--- config.mk ---
export PLATFORM = sky130hd
export DESIGN_NAME = rig_ctl
export DESIGN_NICKNAME = d
export VERILOG_FILES = /design/src/pkg/rig_pkg.sv /design/src/hdl/rig_ctl.sv
export VERILOG_INCLUDE_DIRS = /design/src /design/src/pkg
export SDC_FILE = /design/constraint.sdc
export NUM_CORES = 1
export LEC_CHECK = 0
export ABC_CLOCK_PERIOD_IN_PS = 3200
export BUFFER_PORTS_ARGS = -buffer_cell sky130_fd_sc_hd__buf_4
export CAP_MARGIN = 10
export CORE_MARGIN = 3
export CORE_UTILIZATION = 53
export DETAILED_ROUTE_END_ITERATION = 12
export GPL_ROUTABILITY_DRIVEN = 0
export PLACE_DENSITY_LB_ADDON = 0.05
export SYNTH_ARGS = -nofsm -noshare
export SYNTH_HDL_FRONTEND = slang
export SYNTH_SLANG_ARGS = --single-unit
--- constraint.sdc ---
create_clock -name ref_clk_i -period 3.2 [get_ports ref_clk_i]
set_input_delay 0.16 -clock ref_clk_i [delete_from_list [all_inputs] [get_ports ref_clk_i]]
set_output_delay 0.16 -clock ref_clk_i [all_outputs]
set_load 0.05 [all_outputs]
--- src/pkg/rig_map.svh ---
// Register offsets, field positions, reset values and timing figures of the interrupt gate
`ifndef RIG_MAP_SVH
`define RIG_MAP_SVH

`define RIG_ADDR_W 4
`define RIG_OFS_FLAG 4'hE
`define RIG_OFS_CTRL 4'hF

`define RIG_CTRL_CSEL_HI 7
`define RIG_CTRL_CSEL_LO 6
`define RIG_CTRL_UIE 5
`define RIG_CTRL_TIE 4
`define RIG_CTRL_AIE 3
`define RIG_CTRL_STOP 0
`define RIG_CSEL_RST 2'h1

`define RIG_FLAG_UF 5
`define RIG_FLAG_TF 4
`define RIG_FLAG_AF 3

`define RIG_CLK_HZ 100000000
`define RIG_TMR_REL_US 7800
`define RIG_UPD_SEC_REL_MS 500
`define RIG_UPD_MIN_REL_US 7800
`define RIG_CNT_W 26

`endif

--- src/pkg/rig_pkg.sv ---
// Types shared by the interrupt gate and stop control
package rig_pkg;
    typedef enum logic [1:0] {
        RIG_SRC_4096HZ,
        RIG_SRC_64HZ,
        RIG_SRC_SECOND,
        RIG_SRC_MINUTE
    } rig_tmr_src_t;
endpackage

--- src/hdl/rig_ctl.sv ---
// Interrupt gating, auto-release and stop control of the clock-calendar device
// Operation
// - Timer flag rise with enable drives interrupt
// - Timer enable low blocks and cancels assertion
// - Timer assertion self-releases within 7.8 ms
// - Alarm assertion held until alarm flag cleared
// - Alarm enable low blocks and cancels assertion
// - Interrupt output is OR of three requests
// - Writing stop one halts, clears sub-second count
// - Bus STOP/restart during timeout clears stop
// - Writing stop zero restarts calendar and timer
// - Stopped: no calendar updates, update, alarm events
// - Stopped timer runs only from 4096 Hz
// - Stopped: divider 2048 Hz to 1 Hz held
// - Reserved control bits ignore writes, read zero
// - Flags clear on zero write only
// - Update interrupt asserts, self-releases after interval
`include "rig_map.svh"
module rig_ctl #(
    parameter int TMR_REL_CYC = (`RIG_CLK_HZ / 1000000) * `RIG_TMR_REL_US,
    parameter int UPD_SEC_REL_CYC = (`RIG_CLK_HZ / 1000) * `RIG_UPD_SEC_REL_MS,
    parameter int UPD_MIN_REL_CYC = (`RIG_CLK_HZ / 1000000) * `RIG_UPD_MIN_REL_US
) (
    input wire logic ref_clk_i,
    input wire logic nrst_i,
    input wire logic reg_wr_i,
    input wire logic [`RIG_ADDR_W-1:0] reg_addr_i,
    input wire logic [7:0] reg_wdata_i,
    output logic [7:0] reg_rdata_o,
    input wire logic update_evt_i,
    input wire logic timer_evt_i,
    input wire logic alarm_evt_i,
    input wire logic minute_update_sel_i,
    input wire rig_pkg::rig_tmr_src_t tmr_src_i,
    input wire logic bus_stop_rs_i,
    input wire logic bus_timeout_active_i,
    output logic int_out_o,
    output logic int_oe_o,
    output logic cal_halt_o,
    output logic div_rst_o,
    output logic subsec_clr_o,
    output logic tmr_count_en_o,
    output logic [1:0] csel_o
);
    import rig_pkg::*;

    logic [1:0] csel_ff;
    logic update_irq_en_ff;
    logic timer_irq_en_ff;
    logic alarm_irq_en_ff;
    logic stop_ff;
    logic update_event_flag_ff;
    logic timer_event_flag_ff;
    logic alarm_event_flag_ff;
    logic upd_pend_ff;
    logic tmr_pend_ff;
    logic [`RIG_CNT_W-1:0] upd_cnt_ff;
    logic [`RIG_CNT_W-1:0] tmr_cnt_ff;
    logic ctrl_wr;
    logic flag_wr;
    logic upd_evt;
    logic alm_evt;
    logic upd_expire;
    logic tmr_expire;
    logic [`RIG_CNT_W-1:0] upd_limit;
    logic irq_any;

    assign ctrl_wr = reg_wr_i && (reg_addr_i == `RIG_OFS_CTRL);
    assign flag_wr = reg_wr_i && (reg_addr_i == `RIG_OFS_FLAG);
    // Calendar-derived events are suppressed while stopped
    assign upd_evt = update_evt_i && !stop_ff;
    assign alm_evt = alarm_evt_i && !stop_ff;
    assign upd_limit = minute_update_sel_i ? `RIG_CNT_W'(UPD_MIN_REL_CYC - 1)
                                           : `RIG_CNT_W'(UPD_SEC_REL_CYC - 1);
    assign upd_expire = (upd_cnt_ff >= upd_limit);
    assign tmr_expire = (tmr_cnt_ff == `RIG_CNT_W'(TMR_REL_CYC - 1));

    // Control register; bits 2:1 have no storage
    always_ff @(posedge ref_clk_i) begin
        if (!nrst_i) begin
            csel_ff <= `RIG_CSEL_RST;
            update_irq_en_ff <= 1'b0;
            timer_irq_en_ff <= 1'b0;
            alarm_irq_en_ff <= 1'b0;
        end else if (ctrl_wr) begin
            csel_ff <= reg_wdata_i[`RIG_CTRL_CSEL_HI:`RIG_CTRL_CSEL_LO];
            update_irq_en_ff <= reg_wdata_i[`RIG_CTRL_UIE];
            timer_irq_en_ff <= reg_wdata_i[`RIG_CTRL_TIE];
            alarm_irq_en_ff <= reg_wdata_i[`RIG_CTRL_AIE];
        end
    end

    // Stop bit: the bus safety clear wins over a write in the same cycle
    // Sub-second clear still pulses when a bus cancel blocks the same write
    always_ff @(posedge ref_clk_i) begin
        if (!nrst_i) begin
            stop_ff <= 1'b0;
        end else if (bus_stop_rs_i && bus_timeout_active_i) begin
            stop_ff <= 1'b0;
        end else if (ctrl_wr) begin
            stop_ff <= reg_wdata_i[`RIG_CTRL_STOP];
        end
    end

    // Flags: an event in the clearing cycle keeps the flag set
    always_ff @(posedge ref_clk_i) begin
        if (!nrst_i) begin
            update_event_flag_ff <= 1'b0;
            timer_event_flag_ff <= 1'b0;
            alarm_event_flag_ff <= 1'b0;
        end else begin
            if (upd_evt) begin
                update_event_flag_ff <= 1'b1;
            end else if (flag_wr && !reg_wdata_i[`RIG_FLAG_UF]) begin
                update_event_flag_ff <= 1'b0;
            end
            if (timer_evt_i) begin
                timer_event_flag_ff <= 1'b1;
            end else if (flag_wr && !reg_wdata_i[`RIG_FLAG_TF]) begin
                timer_event_flag_ff <= 1'b0;
            end
            if (alm_evt) begin
                alarm_event_flag_ff <= 1'b1;
            end else if (flag_wr && !reg_wdata_i[`RIG_FLAG_AF]) begin
                alarm_event_flag_ff <= 1'b0;
            end
        end
    end

    // Timer request: armed only by a 0-to-1 flag change with the enable set
    // Pin is freed one full interval after it first drives low
    always_ff @(posedge ref_clk_i) begin
        if (!nrst_i) begin
            tmr_pend_ff <= 1'b0;
            tmr_cnt_ff <= '0;
        end else if (!timer_irq_en_ff) begin
            tmr_pend_ff <= 1'b0;
            tmr_cnt_ff <= '0;
        end else if (timer_evt_i && !timer_event_flag_ff) begin
            tmr_pend_ff <= 1'b1;
            tmr_cnt_ff <= '0;
        end else if (tmr_pend_ff) begin
            if (tmr_expire) begin
                tmr_pend_ff <= 1'b0;
            end else begin
                tmr_cnt_ff <= tmr_cnt_ff + `RIG_CNT_W'(1);
            end
        end
    end

    // Update request: same scheme, interval follows the update period
    always_ff @(posedge ref_clk_i) begin
        if (!nrst_i) begin
            upd_pend_ff <= 1'b0;
            upd_cnt_ff <= '0;
        end else if (!update_irq_en_ff) begin
            upd_pend_ff <= 1'b0;
            upd_cnt_ff <= '0;
        end else if (upd_evt && !update_event_flag_ff) begin
            upd_pend_ff <= 1'b1;
            upd_cnt_ff <= '0;
        end else if (upd_pend_ff) begin
            if (upd_expire) begin
                upd_pend_ff <= 1'b0;
            end else begin
                upd_cnt_ff <= upd_cnt_ff + `RIG_CNT_W'(1);
            end
        end
    end

    // Alarm has no timer: it follows the flag, so only a flag clear or the alarm enable going low releases it
    assign irq_any = (upd_pend_ff && update_irq_en_ff)
                   || (tmr_pend_ff && timer_irq_en_ff)
                   || (alarm_event_flag_ff && alarm_irq_en_ff);

    // Open-drain pin: data is always low, the enable carries the request
    always_ff @(posedge ref_clk_i) begin
        if (!nrst_i) begin
            int_out_o <= 1'b0;
            int_oe_o <= 1'b0;
        end else begin
            int_out_o <= 1'b0;
            int_oe_o <= irq_any;
        end
    end

    // Stop-related controls to the calendar, divider and timer
    always_ff @(posedge ref_clk_i) begin
        if (!nrst_i) begin
            cal_halt_o <= 1'b0;
            div_rst_o <= 1'b0;
            subsec_clr_o <= 1'b0;
            tmr_count_en_o <= 1'b1;
            csel_o <= `RIG_CSEL_RST;
        end else begin
            cal_halt_o <= stop_ff;
            div_rst_o <= stop_ff;
            subsec_clr_o <= ctrl_wr && reg_wdata_i[`RIG_CTRL_STOP];
            tmr_count_en_o <= !stop_ff || (tmr_src_i == RIG_SRC_4096HZ);
            csel_o <= csel_ff;
        end
    end

    // Read data, one cycle after the address; unknown offsets read zero
    // Flag bits that this block does not hold read as zero
    always_ff @(posedge ref_clk_i) begin
        if (!nrst_i) begin
            reg_rdata_o <= 8'h00;
        end else begin
            case (reg_addr_i)
                `RIG_OFS_CTRL: reg_rdata_o <= {csel_ff, update_irq_en_ff, timer_irq_en_ff,
                                              alarm_irq_en_ff, 2'h0, stop_ff};
                `RIG_OFS_FLAG: reg_rdata_o <= {2'h0, update_event_flag_ff, timer_event_flag_ff,
                                              alarm_event_flag_ff, 3'h0};
                default: reg_rdata_o <= 8'h00;
            endcase
        end
    end
endmodule

==> results.json <==
{
  "die_w_um": 87.4,
  "wl_per_cell_um": 13.1,
  "yosys_register_bits": 75,
  "p_leak_uw": 0.00135,
  "hold_viol": 0,
  "reg2reg_from": "upd_cnt_ff[23]",
  "grt_pass1_wl_um": 12400,
  "insertion_delay_ns": 0.35,
  "finalSetupViolations": 0,
  "rsz0062_at_grt": "false",
  "root_buffer": "clkbuf_8",
  "area_delta_synth_final_pct": 14.5,
  "cts_inserted_buffers": 9,
  "ir_drop_mv": 0.270,
  "r2r_cells": 7,
  "dieArea_sq_mm": 0.00765,
  "antenna_found_initial": 0,
  "end_kind": "flop",
  "antenna_cells": 0,
  "synth.cell_area_sq_mm": 0.00352,
  "slew_violations": 0,
  "row_count": 29,
  "crit_type": "reg -> reg",
  "mostFrequentLayoutCell": "dfxtp_1",
  "cts_sinks": 75,
  "grt_pass1_vias": 2784,
  "clk_pin_slew_ns": 0.08,
  "reg2reg_slack_ns": 0.62,
  "synthCells": 408,
  "cap_violations": 0,
  "slew_headroom_pct": 36.8,
  "endpoint": "upd_cnt_ff[11]",
  "totalWireLength_um": 6870,
  "nets": 480,
  "grt-ovfl-total": 0,
  "cts_tree": "done",
  "clockBufferDepth": 2,
  "htree_num_levels": 3,
  "hpwl_um": 4850,
  "worstPathMaxFanout": 30,
  "stdcell_area_sq_mm": 0.00403,
  "synth_top_area_share_pct": 42.7,
  "synth_area_leaders": "dfxtp_1 (43%), xnor2_1 (5.0%), nor2_1 (4.8%)",
  "fin_skew_ns": 0.00800,
  "vias": 2904,
  "coreArea_sq_mm": 0.00639,
  "synth_cell_types": 46,
  "layoutNonFillerInstCount": 525,
  "dp_cells": 506,
  "placed_area_sq_mm": 0.00380,
  "max_freq_ghz": 0.387,
  "status": "complete, no violations",
  "ys.warnings.count": 0,
  "cp-startpoint": "upd_cnt_ff[23]",
  "vias_per_cell": 5.53,
  "die_h_um": 87.4,
  "mostFrequentLayoutCells": "dfxtp_1 (75), nor2_1 (45), nand2_1 (39)",
  "r2r_end": "upd_cnt_ff[11]",
  "ys_seq_area_share_pct": 42.7,
  "start_util_pct": 55.1,
  "period_needed_ns": 2.58,
  "min_period_over_period_pct": 80.8,
  "grt_max_degree": 31,
  "fill_cells": 577,
  "power-per-cell-area_mw_per_mm2": 423,
  "cts-resized-gates": 0,
  "hp-class": "in -> reg",
  "hp-start": "timer_evt_i",
  "layout-drive-gt1-share_pct": 12.5,
  "drtIter0Drc": 117,
  "power_uw": 1700,
  "async_reset_ff_share_pct": 0,
  "gr-usage-all-layers_pct": 20.0,
  "required_ns": 3.47,
  "ant_nets": 0,
  "drc": 0,
  "yosysTopAreaCell": "dfxtp_1",
  "arrival_ns": 2.85,
  "startpoint_type": "flop",
  "portBuffers": 33,
  "pin_count": 39,
  "avgSynthCellArea_sq_um": 8.62,
  "synth_edf_count": 0,
  "tightest_slew_ns": 0.945,
  "fin_setup_tns_ns": 0,
  "drt-pass1-iter-count": 4,
  "ys.flop_type": "dfxtp_1",
  "fin_util_pct": 63.0
}
-- cells in the mapped netlist (2+ instances only) --
library cell / n
o31ai_1: 4
ha_1: 13
and3_1: 10
a31oi_1: 2
buf_4: 4
clkbuf_1: 9
xor2_1: 12
buf_2: 3
nor3_1: 7
nand2_1: 39
nand2b_1: 5
and2_1: 6
or4_1: 8
nand4_1: 14
and4_1: 2
o21a_1: 2
nand4b_1: 2
or3_1: 14
a21oi_1: 23
a21boi_0: 6
nor4_1: 4
or2_2: 2
inv_1: 8
nor2b_1: 5
xnor2_1: 20
o21ai_0: 16
dfxtp_1: 75
a211oi_1: 3
o211ai_1: 3
nand3_1: 25
a22oi_1: 3
nor2_1: 45
-- stage by stage --
stage | hold WS (ns) | setup slack [ns]
after detailed placement | 0.349 | 0.513
after CTS | 0.0155 | 0.585
after global placement | 0.342 | 0.561
after global routing | 0.0305 | 0.286
after floorplan | 0.251 | 0.841
final | 0.0350 | 0.615
-- flip-flops by register name, summed over array words and instances, names as in the netlist, 2 cells and up --
signal       count
tmr_cnt_ff      26
csel_o           2
csel_ff          2
upd_cnt_ff      26
reg_rdata_o      6
-- worst min-delay path by stage --
stage	slack (ns)	end	depth (start not counted)
2_1_floorplan	0.25	stop_ff	1
3_3_place_gp	0.34	stop_ff	2
3_5_place_dp	0.35	stop_ff	2
4_1_cts	0.02	timer_event_flag_ff	2
5_1_grt	0.03	timer_event_flag_ff	2
6_report	0.04	timer_event_flag_ff	2
-- timing repair --
action,CTS,global route
setup buffers,0,0
endpoints found under the setup margin,0,0
hold endpoints to repair,2,0
hold buffers,4,0
-- power by group --
| group | leakage (uW) | total (uW) | internal (uW) | switching [uW] |
|---|---|---|---|---|
| logic | 0.000656 | 64.7 | 29.8 | 34.9 |
| clock network | 0.0000881 | 696 | 353 | 343 |
| registers | 0.000605 | 940 | 937 | 2.95 |
-- final cells by class --
class                           count  area, sq um  area share, %
Timing Repair Buffer               39          303           7.52
Sequential cell                    75         1500           37.3
Multi-Input combinational cell    311         1910           47.5
Tap cell                           77         96.3           2.39
Inverter                            8         30.0          0.746
Clock inverter                      5         55.1           1.37
Clock buffer                       10          128           3.17
-- worst max-delay path: stages, from the launching register on --
cell      delay, ns
dfxtp_1        0.35
ha_1           0.30
nand4b_1       0.21
or3_1          0.45
o211ai_4       0.17
a21o_1         0.64
o21ai_0        0.22
a21oi_1        0.15
-- routing by layer --
| metal | track usage (%) | share of wire (%) | vias up |
|---|---|---|---|
| li1 | - | - | 1515 |
| met1 | 24.7 | 46 | 1338 |
| met2 | 34.2 | 49 | 41 |
| met3 | 4.45 | 4.0 | 10 |
| met4 | 6.97 | 1.3 | 0 |
| met5 | 0 | 0 | - |
-- cells by family (layout without fill, tap and decap cells) --
| logic type | after synthesis | count (layout) | share of synthesized area, % |
|---|---|---|---|
| adder cells (fa/ha/maj) | 13 | 13 | 4.63 |
| AND/OR/NAND/NOR | 193 | 193 | 28.5 |
| buffers and inverters | 24 | 62 | 3.10 |
| flip-flops | 75 | 75 | 42.7 |
| other | 1 | 3 | 0.107 |
| XOR/XNOR | 32 | 32 | 7.97 |
| AO/OA/AOI/OAI | 70 | 70 | 13.0 |
No activity file was read; power rests on OpenSTA's default activity.
